`src/osd_pkg.sv`:
```
// Purpose: shared constants and types of the trigger offset stop block
// Assumes: 32-bit apb data, one aligned word per register
// Notes: all offsets are byte addresses on the register bus
package osd_pkg;

  // bus geometry
  localparam int OSD_ADDR_W = 12;
  localparam int OSD_DATA_W = 32;

  // register byte offsets
  localparam logic [11:0] OSD_ADDR_CTRL = 12'h000;
  localparam logic [11:0] OSD_ADDR_DIST = 12'h004;
  localparam logic [11:0] OSD_ADDR_VEL = 12'h008;
  localparam logic [11:0] OSD_ADDR_MAX_POSITION_LIMIT = 12'h00c;
  localparam logic [11:0] OSD_ADDR_CMD = 12'h010;
  localparam logic [11:0] OSD_ADDR_STAT = 12'h014;
  localparam logic [11:0] OSD_ADDR_CAPPOS = 12'h018;

  // control register fields
  localparam int OSD_CTRL_MODE_LSB = 0;
  localparam int OSD_MODE_W = 4;
  localparam int OSD_CTRL_ACT_LSB = 4;
  localparam int OSD_ACT_W = 2;
  localparam int OSD_CTRL_ASSIGN_BIT = 8;

  // field values
  localparam logic [3:0] OSD_MODE_IMMEDIATE = 4'h0;
  localparam logic [1:0] OSD_ACT_OFFSET = 2'h2;

  // command and status bits
  localparam int OSD_CMD_SAVE_BIT = 0;
  localparam int OSD_STAT_REJ_BIT = 0;
  localparam int OSD_STAT_NVBUSY_BIT = 1;
  localparam int OSD_STAT_ACTIVE_BIT = 2;
  localparam int OSD_STAT_STATE_LSB = 4;

  // reset values
  localparam logic [31:0] OSD_DIST_INIT = 32'h0000_0000;
  localparam logic [31:0] OSD_VEL_INIT = 32'h0000_0001;
  localparam logic [31:0] OSD_MAX_POSITION_LIMIT_INIT = 32'h0000_ffff;
  localparam logic [31:0] OSD_ZERO = 32'h0000_0000;

  // offset stop sequencer states
  typedef enum logic [3:0] {
    OSD_S_IDLE = 4'b0001,
    OSD_S_CRUISE = 4'b0010,
    OSD_S_DECEL = 4'b0100,
    OSD_S_HALT = 4'b1000
  } osd_state_t;

endpackage : osd_pkg

```
`src/osd_trig_if.sv`:
```
// Purpose: carries the detected trigger event and the position caught with it
// Assumes: both ends on ref_clk
// Notes: trigEdge is a one-cycle pulse, capPos holds until the next event
`timescale 1ns/10ps
interface osd_trig_if;
  logic trigEdge; // one cycle per detected trigger
  logic [31:0] capPos; // motor position at that trigger

  // detector side
  modport src (output trigEdge, output capPos);
  // sequencer side
  modport dst (input trigEdge, input capPos);
endinterface : osd_trig_if

```
`src/osd_offset_stop.sv`:
```
// Purpose: stop-distance parameter and trigger offset stop sequencing
// Assumes: motion inputs on ref_clk, trigger pin asynchronous
// Notes: apb slave with no wait states, errors on pslverr
//
// Overview of operation
// - distance accepted only from zero to limit
// - new distance used at once
// - store written only on save command
// - power-up loads saved value or zero
// - host distance writes only in mode zero
// - trigger during continuous move stops after distance
// - offset velocity first, then decelerate to stop
// - only with action two and assigned input
`timescale 1ns/10ps
module osd_offset_stop
  import osd_pkg::*;
(
  // clock and reset
  input wire logic ref_clk,
  input wire logic rst,
  // apb slave
  input wire logic psel,
  input wire logic penable,
  input wire logic pwrite,
  input wire logic [11:0] paddr,
  input wire logic [31:0] pwdata,
  output logic [31:0] prdata,
  output logic pready,
  output logic pslverr,
  // stored sequence writes
  input wire logic seqDistWr,
  input wire logic [31:0] seqDistData,
  input wire logic seqSave,
  // motion profile generator
  input wire logic [31:0] motorPos,
  input wire logic continuousMovePositive,
  input wire logic continuousMoveNegative,
  input wire logic [31:0] brakeDistance,
  output logic offsetVelSelect,
  output logic [31:0] offsetVelocity,
  output logic decelRequest,
  output logic stopRequest,
  output logic [31:0] stopTarget,
  output logic offsetActive,
  // trigger pin
  input wire logic triggerPin,
  // nonvolatile store
  output logic nvReadReq,
  input wire logic nvReadAck,
  input wire logic nvReadValid,
  input wire logic [31:0] nvReadData,
  output logic nvWriteReq,
  output logic [31:0] nvWriteData,
  input wire logic nvWriteAck
);

  // range check, shared by host and sequence paths
  function automatic logic distOk(input logic [31:0] value, input logic [31:0] limit);
    distOk = (value <= limit); // unsigned, so zero is the floor
  endfunction : distOk

  // software-visible state
  logic [OSD_MODE_W-1:0] opMode; // operating mode, zero means immediate
  logic [OSD_ACT_W-1:0] triggerActionSelect; // trigger action selector
  logic triggerAssigned; // trigger function mapped to a pin
  logic [31:0] triggerOffsetDistance; // live stop distance
  logic [31:0] triggerOffsetVelocity; // speed after the trigger
  logic [31:0] maxPositionLimit; // upper bound for the distance
  logic rejected; // sticky: a distance write was refused

  // sequencer state
  osd_state_t state;
  osd_state_t next_state;
  logic dirNegative; // direction latched at trigger

  // submodule links
  osd_trig_if trig ();
  logic loadStrobe;
  logic [31:0] loadValue;

  // apb phase decode
  wire setupPhase = psel & ~penable;
  wire accessDone = psel & penable & pready;
  wire hostWr = accessDone & pwrite;

  // address decode
  wire selCtrl = (paddr == OSD_ADDR_CTRL);
  wire selDist = (paddr == OSD_ADDR_DIST);
  wire selVel = (paddr == OSD_ADDR_VEL);
  wire selMax = (paddr == OSD_ADDR_MAX_POSITION_LIMIT);
  wire selCmd = (paddr == OSD_ADDR_CMD);
  wire selStat = (paddr == OSD_ADDR_STAT);
  wire selCap = (paddr == OSD_ADDR_CAPPOS);
  wire addrHit = selCtrl | selDist | selVel | selMax | selCmd | selStat | selCap;

  // distance write acceptance
  wire modeOk = (opMode == OSD_MODE_IMMEDIATE);
  wire hostDistWr = hostWr & selDist;
  wire hostDistGood = modeOk & distOk(pwdata, maxPositionLimit);
  wire seqDistGood = distOk(seqDistData, maxPositionLimit);
  // sequence path takes the cycle when both arrive together
  wire distWrOk = seqDistWr ? seqDistGood : (hostDistWr & hostDistGood);
  wire [31:0] distWrData = seqDistWr ? seqDistData : pwdata;
  wire rejectSet = (seqDistWr & ~seqDistGood) | (~seqDistWr & hostDistWr & ~hostDistGood);
  wire rejectClr = hostWr & selStat & pwdata[OSD_STAT_REJ_BIT];

  // error known already in the setup phase
  wire setupErr = ~addrHit | (pwrite & selDist & ~hostDistGood);
  wire saveParametersCmd = (hostWr & selCmd & pwdata[OSD_CMD_SAVE_BIT]) | seqSave;

  // status word
  wire [31:0] statWord = {24'h00_0000, state, 1'b0, offsetActive, nvWriteReq, rejected};

  // read selection
  wire [31:0] ctrlWord = {23'h00_0000, triggerAssigned, 2'h0, triggerActionSelect, opMode};
  wire [31:0] rdValue = selCtrl ? ctrlWord :
                        selDist ? triggerOffsetDistance :
                        selVel ? triggerOffsetVelocity :
                        selMax ? maxPositionLimit :
                        selStat ? statWord :
                        selCap ? trig.capPos : OSD_ZERO;

  // apb answer: ready in the first access cycle
  always_ff @(posedge ref_clk) begin
    if (rst) begin
      pready <= 1'b0;
      pslverr <= 1'b0;
      prdata <= OSD_ZERO;
    end else begin
      pready <= setupPhase;
      pslverr <= setupPhase & setupErr;
      prdata <= (setupPhase & ~pwrite) ? rdValue : OSD_ZERO;
    end
  end

  // control, velocity and limit registers
  always_ff @(posedge ref_clk) begin
    if (rst) begin
      opMode <= OSD_MODE_IMMEDIATE;
      triggerActionSelect <= 2'h0;
      triggerAssigned <= 1'b0;
      triggerOffsetVelocity <= OSD_VEL_INIT;
      maxPositionLimit <= OSD_MAX_POSITION_LIMIT_INIT;
    end else begin
      if (hostWr & selCtrl) begin
        opMode <= pwdata[OSD_CTRL_MODE_LSB +: OSD_MODE_W];
        triggerActionSelect <= pwdata[OSD_CTRL_ACT_LSB +: OSD_ACT_W];
        triggerAssigned <= pwdata[OSD_CTRL_ASSIGN_BIT];
      end
      if (hostWr & selVel) begin
        triggerOffsetVelocity <= pwdata;
      end
      if (hostWr & selMax) begin
        maxPositionLimit <= pwdata;
      end
    end
  end

  // stop distance: power-up load first, then checked writes
  always_ff @(posedge ref_clk) begin
    if (rst) begin
      triggerOffsetDistance <= OSD_DIST_INIT;
    end else if (loadStrobe) begin
      triggerOffsetDistance <= loadValue;
    end else if (distWrOk) begin
      triggerOffsetDistance <= distWrData;
    end
  end

  // refused-write flag, a new refusal beats the clear
  always_ff @(posedge ref_clk) begin
    if (rst) begin
      rejected <= 1'b0;
    end else begin
      rejected <= rejectSet | (rejected & ~rejectClr);
    end
  end

  // nonvolatile load and save
  osd_nv_store u_nv (
    .ref_clk(ref_clk),
    .rst(rst),
    .saveCmd(saveParametersCmd),
    .saveData(triggerOffsetDistance),
    .loadStrobe(loadStrobe),
    .loadValue(loadValue),
    .nvReadReq(nvReadReq),
    .nvReadAck(nvReadAck),
    .nvReadValid(nvReadValid),
    .nvReadData(nvReadData),
    .nvWriteReq(nvWriteReq),
    .nvWriteData(nvWriteData),
    .nvWriteAck(nvWriteAck)
  );

  // trigger synchroniser and position capture
  osd_trig_capture u_trig (
    .ref_clk(ref_clk),
    .rst(rst),
    .triggerPin(triggerPin),
    .motorPos(motorPos),
    .trig(trig)
  );

  // arming and start conditions
  wire armed = (triggerActionSelect == OSD_ACT_OFFSET) & triggerAssigned;
  wire moving = continuousMovePositive | continuousMoveNegative;
  wire startOffset = (state == OSD_S_IDLE) & trig.trigEdge & armed & moving;
  wire startNeg = ~continuousMovePositive & continuousMoveNegative;
  // target from the caught position, live distance used
  wire [31:0] startTarget = startNeg ? (trig.capPos - triggerOffsetDistance)
                                     : (trig.capPos + triggerOffsetDistance);

  // distance left, signed; negative means overshoot
  wire [31:0] remaining = dirNegative ? (motorPos - stopTarget) : (stopTarget - motorPos);
  wire reachedEnd = remaining[31] | (remaining == OSD_ZERO);
  wire nearEnd = remaining[31] | (remaining <= brakeDistance);

  // next state; a dropped move command aborts the sequence
  always_comb begin
    next_state = state;
    case (state)
      OSD_S_IDLE: begin
        if (startOffset) begin
          next_state = OSD_S_CRUISE;
        end
      end
      OSD_S_CRUISE: begin
        if (~moving) begin
          next_state = OSD_S_IDLE;
        end else if (nearEnd) begin
          next_state = OSD_S_DECEL;
        end
      end
      OSD_S_DECEL: begin
        if (~moving) begin
          next_state = OSD_S_IDLE;
        end else if (reachedEnd) begin
          next_state = OSD_S_HALT;
        end
      end
      OSD_S_HALT: begin
        if (~moving) begin
          next_state = OSD_S_IDLE;
        end
      end
      default: begin
        next_state = OSD_S_IDLE;
      end
    endcase
  end

  // state, direction and target
  always_ff @(posedge ref_clk) begin
    if (rst) begin
      state <= OSD_S_IDLE;
      dirNegative <= 1'b0;
      stopTarget <= OSD_ZERO;
    end else begin
      state <= next_state;
      if (startOffset) begin
        dirNegative <= startNeg;
        stopTarget <= startTarget;
      end
    end
  end

  // profile commands follow the next state so they line up with it
  always_ff @(posedge ref_clk) begin
    if (rst) begin
      offsetVelSelect <= 1'b0;
      decelRequest <= 1'b0;
      stopRequest <= 1'b0;
      offsetActive <= 1'b0;
      offsetVelocity <= OSD_VEL_INIT;
    end else begin
      offsetVelSelect <= (next_state != OSD_S_IDLE);
      decelRequest <= (next_state == OSD_S_DECEL) | (next_state == OSD_S_HALT);
      stopRequest <= (next_state == OSD_S_HALT);
      offsetActive <= (next_state != OSD_S_IDLE);
      offsetVelocity <= triggerOffsetVelocity;
    end
  end
endmodule : osd_offset_stop

```
`src/osd_trig_capture.sv`:
```
// Purpose: synchronise the trigger pin and catch the position at its edge
// Assumes: trigger active high, asynchronous to ref_clk
// Notes: two-stage synchroniser, first stage read only by the second
`timescale 1ns/10ps
module osd_trig_capture
  import osd_pkg::*;
(
  // clock and reset
  input wire logic ref_clk,
  input wire logic rst,
  // pin and position
  input wire logic triggerPin,
  input wire logic [31:0] motorPos,
  // event out
  osd_trig_if.src trig
);

  logic syncA; // metastability stage
  logic syncB; // settled level
  logic syncPrev; // previous settled level for edge detect
  wire riseSeen = syncB & ~syncPrev;

  // synchroniser and edge history
  always_ff @(posedge ref_clk) begin
    if (rst) begin
      syncA <= 1'b0;
      syncB <= 1'b0;
      syncPrev <= 1'b0;
    end else begin
      syncA <= triggerPin;
      syncB <= syncA;
      syncPrev <= syncB;
    end
  end

  // pulse plus position snapshot in the same cycle
  always_ff @(posedge ref_clk) begin
    if (rst) begin
      trig.trigEdge <= 1'b0;
      trig.capPos <= OSD_ZERO;
    end else begin
      trig.trigEdge <= riseSeen;
      if (riseSeen) begin
        trig.capPos <= motorPos;
      end
    end
  end

endmodule : osd_trig_capture

```
`src/osd_nv_store.sv`:
```
// Purpose: power-up load and explicit save of the stop distance
// Assumes: nonvolatile store answers with one-cycle acks on ref_clk
// Notes: a save requested while one is pending is dropped
`timescale 1ns/10ps
module osd_nv_store
  import osd_pkg::*;
(
  // clock and reset
  input wire logic ref_clk,
  input wire logic rst,
  // block side
  input wire logic saveCmd,
  input wire logic [31:0] saveData,
  output logic loadStrobe,
  output logic [31:0] loadValue,
  // store side
  output logic nvReadReq,
  input wire logic nvReadAck,
  input wire logic nvReadValid,
  input wire logic [31:0] nvReadData,
  output logic nvWriteReq,
  output logic [31:0] nvWriteData,
  input wire logic nvWriteAck
);

  // load once after reset: saved value, else the initial value
  always_ff @(posedge ref_clk) begin
    if (rst) begin
      nvReadReq <= 1'b1;
      loadStrobe <= 1'b0;
      loadValue <= OSD_DIST_INIT;
    end else begin
      loadStrobe <= nvReadReq & nvReadAck;
      if (nvReadReq & nvReadAck) begin
        nvReadReq <= 1'b0;
        loadValue <= nvReadValid ? nvReadData : OSD_DIST_INIT;
      end
    end
  end

  // write only on an explicit save command
  always_ff @(posedge ref_clk) begin
    if (rst) begin
      nvWriteReq <= 1'b0;
      nvWriteData <= OSD_ZERO;
    end else if (saveCmd & ~nvWriteReq) begin
      nvWriteReq <= 1'b1;
      nvWriteData <= saveData;
    end else if (nvWriteAck) begin
      nvWriteReq <= 1'b0;
    end
  end

endmodule : osd_nv_store

```
`config.mk`:
```
export PLATFORM = sky130hd
export DESIGN_NAME = osd_offset_stop
export DESIGN_NICKNAME = d
export VERILOG_FILES = /design/src/osd_pkg.sv /design/src/osd_trig_if.sv /design/src/osd_offset_stop.sv /design/src/osd_trig_capture.sv /design/src/osd_nv_store.sv
export SDC_FILE = /design/constraint.sdc
export NUM_CORES = 1
export LEC_CHECK = 0
export ABC_AREA = 1
export BUFFER_PORTS_ARGS = -buffer_cell sky130_fd_sc_hd__buf_2
export CORE_ASPECT_RATIO = 0.6
export CORE_MARGIN = 2
export CORE_UTILIZATION = 59
export DETAILED_ROUTE_END_ITERATION = 8
export GPL_ROUTABILITY_DRIVEN = 0
export PLACE_DENSITY = 0.86
export SLEW_MARGIN = 40
export SYNTH_ARGS = -nofsm -noshare
export SYNTH_HDL_FRONTEND = slang
export SYNTH_HIERARCHICAL = 1
export SYNTH_SLANG_ARGS = --single-unit
```
`constraint.sdc`:
```
create_clock -name ref_clk -period 5.7 [get_ports ref_clk]
set_input_delay 1.71 -clock ref_clk [delete_from_list [all_inputs] [get_ports ref_clk]]
set_output_delay 1.71 -clock ref_clk [all_outputs]
set_load 0.01 [all_outputs]
```
After elaboration in Yosys (flattened, before gate mapping)
Cells that the tools add are included.

Order comparisons: 3. Add/sub/neg operators: 4. Muxes and demuxes: 22. Equal/unequal tests: 14. Bitwise gates (word level): 55. Reductions and logical operators: 7.

Operators with widths (number): 2-to-1 mux 32 bit (11); less-or-equal comparator 32 bit (3); subtractor 32 bit (3); equality test 12 x 5 -> 1 bit, second input constant (3); adder 32 bit (1); zero test 32 bit (1); bitwise AND 1 bit (30); equality test 12 x 4 -> 1 bit, second input constant (2); 2-to-1 mux 4 bit (6); case mux 4 bit (4 select lines) (1); bitwise OR 1 bit (14); equality test 12 x 3 -> 1 bit, second input constant (1); zero test 12 bit (1); inverter 1 bit (11); 2-to-1 mux 9 bit (1); equality test 4 x 3 -> 1 bit, second input constant (2); equality test 4 bit, second input constant (2); equality test 4 x 1 -> 1 bit, second input constant (1); equality test 4 x 2 -> 1 bit, second input constant (1); zero test 4 bit (1); != test 4 x 1 -> 1 bit, second input constant (1); nonzero test 2 bit (2); 2-to-1 mux 1 bit (3); OR reduction 3 bit (1); 2 further kinds (2).

Input port bits: 185. Register bits: 313. Output and inout bits: 136.

Depth between registers and ports, before layout
Word-level depth: 10. Gate-level depth with buffers: 31. Gate-level depth less buffers: 30.

Modules after synthesis
Netlist, hierarchy kept.

Modules (own cells, without submodules): osd_offset_stop (cells each 2901, area each 18056.1 sq um, instances 1, seq. area each 4204.0 sq um); osd_nv_store (cells each 426, area each 2889.0 sq um, instances 1, seq. area each 1341.3 sq um); osd_trig_capture (cells each 219, area each 1512.7 sq um, instances 1, seq. area each 720.7 sq um).

Worst setup path after synthesis
OpenSTA, ideal clock, no wires.

Path type: input to register. From: in motorPos[0]. To: reg decelRequest. Cell stages on the path: 29. Library setup time: 0.128 ns. Required time: 5.572 ns. Arrival time: 4.366 ns. Path slack: 1.207 ns. Cell sequence: inv_1 -> ha_1 -> fa_1 -> inv_1 -> nand3_1 -> nand2_1 -> nand2_1 -> nand2_1 -> nand2_1 -> nand2_1 -> nand2_1 -> nand3_1 -> nand3_1 -> nand2_1 -> inv_1 -> ha_1 -> nand2_1 -> inv_1 -> nand3_1 -> inv_1 -> nand2_1 -> nor4_1 -> nand2_1 -> a21oi_1 -> nand2_1 -> nor2_1 -> nand3_1 -> nand3b_1 -> nor2_1.

Longest elaborated chain between the ends: 9. Elaborated cells on any way between the ends: 15.

RTL lines: from (decl) (line osd_offset_stop.sv:35) `input wire logic [31:0] motorPos,`; subtractor 32 bit (line osd_offset_stop.sv:215) `wire [31:0] remaining = dirNegative ? (motorPos - stopTarget) : (stopTarget - motorPos);`; 2-to-1 mux 32 bit (*) (line osd_offset_stop.sv:215); less-or-equal comparator 32 bit or zero test 32 bit (tied branches) (line osd_offset_stop.sv:217, osd_offset_stop.sv:216); bitwise OR 1 bit (on tied branches) (line osd_offset_stop.sv:217, osd_offset_stop.sv:216); 2-to-1 mux 4 bit (on tied branches) (line osd_offset_stop.sv:231, osd_offset_stop.sv:238); 2-to-1 mux 4 bit (on tied branches) (line osd_offset_stop.sv:229, osd_offset_stop.sv:236); case mux 4 bit (4 select lines) (*) (line osd_offset_stop.sv:222) `case (state)`; equality test 4 x 3 -> 1 bit or equality test 4 bit (tied branches) (line osd_offset_stop.sv:278) `decelRequest <= (next_state == OSD_S_DECEL) | (next_state == OSD_S_HALT);`; bitwise OR 1 bit (*) (line osd_offset_stop.sv:278); to (signal assigned) (line osd_offset_stop.sv:278); to (decl) (line osd_offset_stop.sv:41) `output logic decelRequest,`.

Every way passes the cells marked *; elsewhere a longest branch is shown, timed or not. A chain may end at the register's enable or synchronous reset.

Worst setup path after layout
From: in motorPos[2]. To: reg decelRequest.

The elaborated chain is that of the path after synthesis.

==> metrics.md <==
| Metric | Value |
|---|---|
| Outcome | finished clean |
| IR drop worst, VDD | 0.2592 mV |
| Cell-internal power | 0.003958 W |
| Leakage power figure | 13.66 nW |
| Max Fanout on Critical Path | 9 |
| Netlist area before placement | 22,460 µm² |
| Worst setup skew after layout | 17.40 ps |
| Final critical-path required period | 5208 ps |
| Crit path top cell by count | sky130_fd_sc_hd__nand2_1 |
| Via/cell ratio | 5.601 |
| Slew at the pin closest to its max-slew limit | 838.3 ps |
| Clock latency at the later pin of the worst-skew pair | 590 ps |
| Vias in the first global route | 21,470 |
| Leading post-synthesis cells by cell area | sky130_fd_sc_hd__dfxtp_1 28%, sky130_fd_sc_hd__nand2_1 15%, sky130_fd_sc_hd__ha_1 11% |
| Vert. Die Dim | 155.1 µm |
| HPWL reported at the end of detailed placement | 58,340 µm |
| Highest achievable clock rate | 192.0 MHz |
| Most instantiated flip-flop cell in the synthesis netlist | sky130_fd_sc_hd__dfxtp_1 |
| Final clock period utilization by the worst path | 91.37% |
| Clock slew at reported path FFs | 70 ps |
| DRT iter0 DRCs | 3,286 |
| CTS root buffer | sky130_fd_sc_hd__clkbuf_16 |
| Yosys Warn Count | 6 |
| Fraction of power spent switching nets | 31.69% |
| EDFF count, synth | 0 |
| Number of design rule violations left after detail routing | 0 |
| Layout net count | 4,179 |
| Layout Area Growth over Synthesis | 13.29% |
| Core box area | 37,570 µm² |
| H-tree Lvls | 1 |
| Final number of max-transition violations | 0 |
| Buffer depth of the longest clock path | 3 |
| Setup bufs post-CTS | 0 |
| Critical path data required time | 6150 ps |
| Setup total negative slack | 0 ps |
| Count of final setup violators | 0 |
| Routed wirelength normalized by instance count | 17.12 µm |
| CTS Hold Buffers Added | 0 |
| Area of the die | 39,690 µm² |
| Initial Util | 59.77% |
| Number of synthesized register bits | 313 |
| Combined area of the multi-input logic cells | 13,240 µm² |
| Nature of the critical path endpoint | flop |
| Top-area cell type share of the netlist area | 27.90% |
| Vias after detailed routing | 24,330 |
| Share of cells above drive strength 1 | 12.96% |
| CTS tree | done |
| Number of antenna violations at the first check in global routing | 7 |
| Syn Area/Cell | 6.333 µm² |
| Final antenna-violating net count | 0 |
| Die W | 255.9 µm |
| Startpoint class of the critical path | primary input |
| Count of pins on the block boundary | 321 |
| Maximum single-stage delay on the critical path | 430 ps |
| Max-cap viol count | 0 |
| Filler Cells Inserted | 3,366 |
| Ys async rst share | 0% |
| Total detailed-routing wirelength | 74,360 µm |
| GRT overflow | 0 |
| TritonCTS Buffers | 31 |
| Area taken by flip-flops and latches | 6269 µm² |
| Syn Inst Count | 3,546 |
| Power share of the clock group | 37.9% |
| Cell with the biggest individual delay on the critical path | sky130_fd_sc_hd__nor4_1 |
| Combinational cell fraction of total power | 21.5% |
| Net count after synthesis | 3,924 |
| Sequential power share | 40.6% |
| Final Hold Vio Count | 0 |
| WP data arrival | 5660 ps |
| Top delay family on crit path | simple AND/OR/NAND/NOR gates |
| Worst Path Class, Setup | primary input to flop |
| Worst rel slew slack | 43.60% |
| Register area share after synthesis | 27.90% |
| Site Rows | 55 |
| Maximum number of pins on one net before global-route repair | 101 |
| Wire length of the first global-routing pass | 114,700 µm |
| Largest area contributor in the netlist | sky130_fd_sc_hd__dfxtp_1 |
| Worst hold slack | 420.1 ps |
| Setup repair after global routing missed its margin | false |
| Number of sinks driven by the clock tree | 313 |
| Length of the first detailed-routing pass in iterations | 7 |
| Worst path buffer plus inverter count | 6 |
| Post-CTS sizing | 0 |
| Type of the tightest min-delay check | flop to flop |
| Yosys cell types | 51 |
| Net load switching power | 0.001836 W |
| Gr usage total | 35.99% |
| Port bufs | 320 |
| Power per cell area | 227.7 nW/µm² |
[metal layers]
| layer | GRT usage, % | wire, µm | share of wire, % | up-vias |
|---|---|---|---|---|
| met5 | 0 | 13 | 0.017 | - |
| met4 | 13.34 | 3265 | 4.4 | 2 |
| li1 | - | - | - | 11780 |
| met3 | 10.62 | 9846 | 13 | 209 |
| met2 | 52.39 | 29610 | 40 | 1462 |
| met1 | 50.18 | 31620 | 43 | 10870 |
[per-stage QoR]
stage | total power (W) | worst slack (ps) | instances | area (µm²) | util [%]
5_1_grt | 0.006048 | 117.5 | 4342 | 25440 | 67.70
2_1_floorplan | 0.003218 | 1207 | 3546 | 22460 | -
4_1_cts | 0.005761 | 689.5 | 4338 | 25410 | 67.63
3_3_place_gp | 0.003569 | 242.0 | 4279 | 24290 | 64.64
6_report | 0.005794 | 492.1 | 4344 | 25440 | 67.71
3_5_place_dp | 0.003593 | 87.98 | 4280 | 24330 | 64.75
[cell usage in the layout, fill, tap and decap left out, types with 13 or more instances in the layout]
cell type	n
sky130_fd_sc_hd__dfxtp_1	311
sky130_fd_sc_hd__nand2_1	896
sky130_fd_sc_hd__inv_1	616
sky130_fd_sc_hd__mux2i_1	16
sky130_fd_sc_hd__buf_2	320
sky130_fd_sc_hd__ha_1	190
sky130_fd_sc_hd__nand3b_1	13
sky130_fd_sc_hd__nand3_1	223
sky130_fd_sc_hd__o221ai_1	14
sky130_fd_sc_hd__nor2_1	370
sky130_fd_sc_hd__o21ai_0	182
sky130_fd_sc_hd__a211oi_1	31
sky130_fd_sc_hd__o211ai_1	29
sky130_fd_sc_hd__xor2_1	44
sky130_fd_sc_hd__buf_4	23
sky130_fd_sc_hd__nand4_1	38
sky130_fd_sc_hd__a21oi_1	236
sky130_fd_sc_hd__clkbuf_16	31
sky130_fd_sc_hd__o21a_1	15
sky130_fd_sc_hd__nor2_2	39
sky130_fd_sc_hd__nor3_1	27
[power by group through the flow]
stage,clock (W),combinational (W),sequential [W]
2_1_floorplan,0,0.000845,0.00237
5_1_grt,0.00230,0.00139,0.00236
6_report,0.00219,0.00125,0.00235
3_5_place_dp,0,0.00119,0.00240
3_3_place_gp,0,0.00117,0.00240
4_1_cts,0.00220,0.00121,0.00235
[worst reg2reg max path, delay by kind of cell (launching register included)]
family          cells  cell delay, ps
flops               1             350
buf+inv             4             280
fa+ha+maj           2             780
simple gates       20            2380
compound gates      2             330
[path summary, 6_finish.rpt]
path	slack [ps]	end	from	cells past startpoint
setup / recovery	490	decelRequest	motorPos[2]	31
hold / removal	420	u_trig/syncB	u_trig/syncA	2
setup reg to reg	1430	decelRequest	stopTarget[2]	28
hold reg to reg	420	u_trig/syncB	u_trig/syncA	2
[area by class of cell]
type,count,area share (%)
Antenna cell,5,0.04918
Clock buffer,41,3.393
Clock inverter,17,0.8557
Inverter,631,9.319
Multi-Input combinational cell,2477,52.04
Sequential cell,313,24.64
Tap cell,513,2.523
Timing Repair Buffer,347,7.180
[logic make-up (layout without fill, tap and decap cells)]
kind of cell	Yosys count	after routing	synth area share [%]
simple gates	1655	1655	30.99
buf+inv	756	1036	13.29
compound gates	559	559	14.15
flops	313	313	27.90
fa+ha+maj	193	193	10.85
xor+xnor	54	54	2.106
mux	16	16	0.7131
other cells	0	5	0
[cells in the mapped netlist, types with 2 or more instances]
library cell,count
sky130_fd_sc_hd__nand2_1,899
sky130_fd_sc_hd__inv_1,620
sky130_fd_sc_hd__nor2_1,372
sky130_fd_sc_hd__dfxtp_1,313
sky130_fd_sc_hd__a21oi_1,236
sky130_fd_sc_hd__nand3_1,223
sky130_fd_sc_hd__ha_1,190
sky130_fd_sc_hd__o21ai_0,182
sky130_fd_sc_hd__clkbuf_1,63
sky130_fd_sc_hd__xor2_1,44
sky130_fd_sc_hd__nand4_1,38
sky130_fd_sc_hd__nor2_2,38
sky130_fd_sc_hd__buf_2,36
sky130_fd_sc_hd__a211oi_1,31
sky130_fd_sc_hd__o211ai_1,29
sky130_fd_sc_hd__nor3_1,28
sky130_fd_sc_hd__mux2i_1,16
sky130_fd_sc_hd__o21a_1,15
sky130_fd_sc_hd__o221ai_1,14
sky130_fd_sc_hd__nand3b_1,13
sky130_fd_sc_hd__a41oi_1,10
sky130_fd_sc_hd__buf_6,10
sky130_fd_sc_hd__nand2_2,10
sky130_fd_sc_hd__xnor2_1,10
sky130_fd_sc_hd__a31oi_1,9
sky130_fd_sc_hd__buf_1,9
sky130_fd_sc_hd__inv_2,9
sky130_fd_sc_hd__a21o_1,8
sky130_fd_sc_hd__nor3_2,8
sky130_fd_sc_hd__o21bai_1,8
sky130_fd_sc_hd__buf_4,7
sky130_fd_sc_hd__nand3_2,5
sky130_fd_sc_hd__nor2_4,5
sky130_fd_sc_hd__and2_1,4
sky130_fd_sc_hd__nor4_1,4
sky130_fd_sc_hd__or2_2,4
sky130_fd_sc_hd__a221oi_1,3
sky130_fd_sc_hd__fa_1,3
sky130_fd_sc_hd__o2111ai_1,3
sky130_fd_sc_hd__o21ai_1,3
sky130_fd_sc_hd__a21oi_2,2
sky130_fd_sc_hd__a31o_2,2
sky130_fd_sc_hd__clkinv_1,2
(Power assumes the default switching activity.)
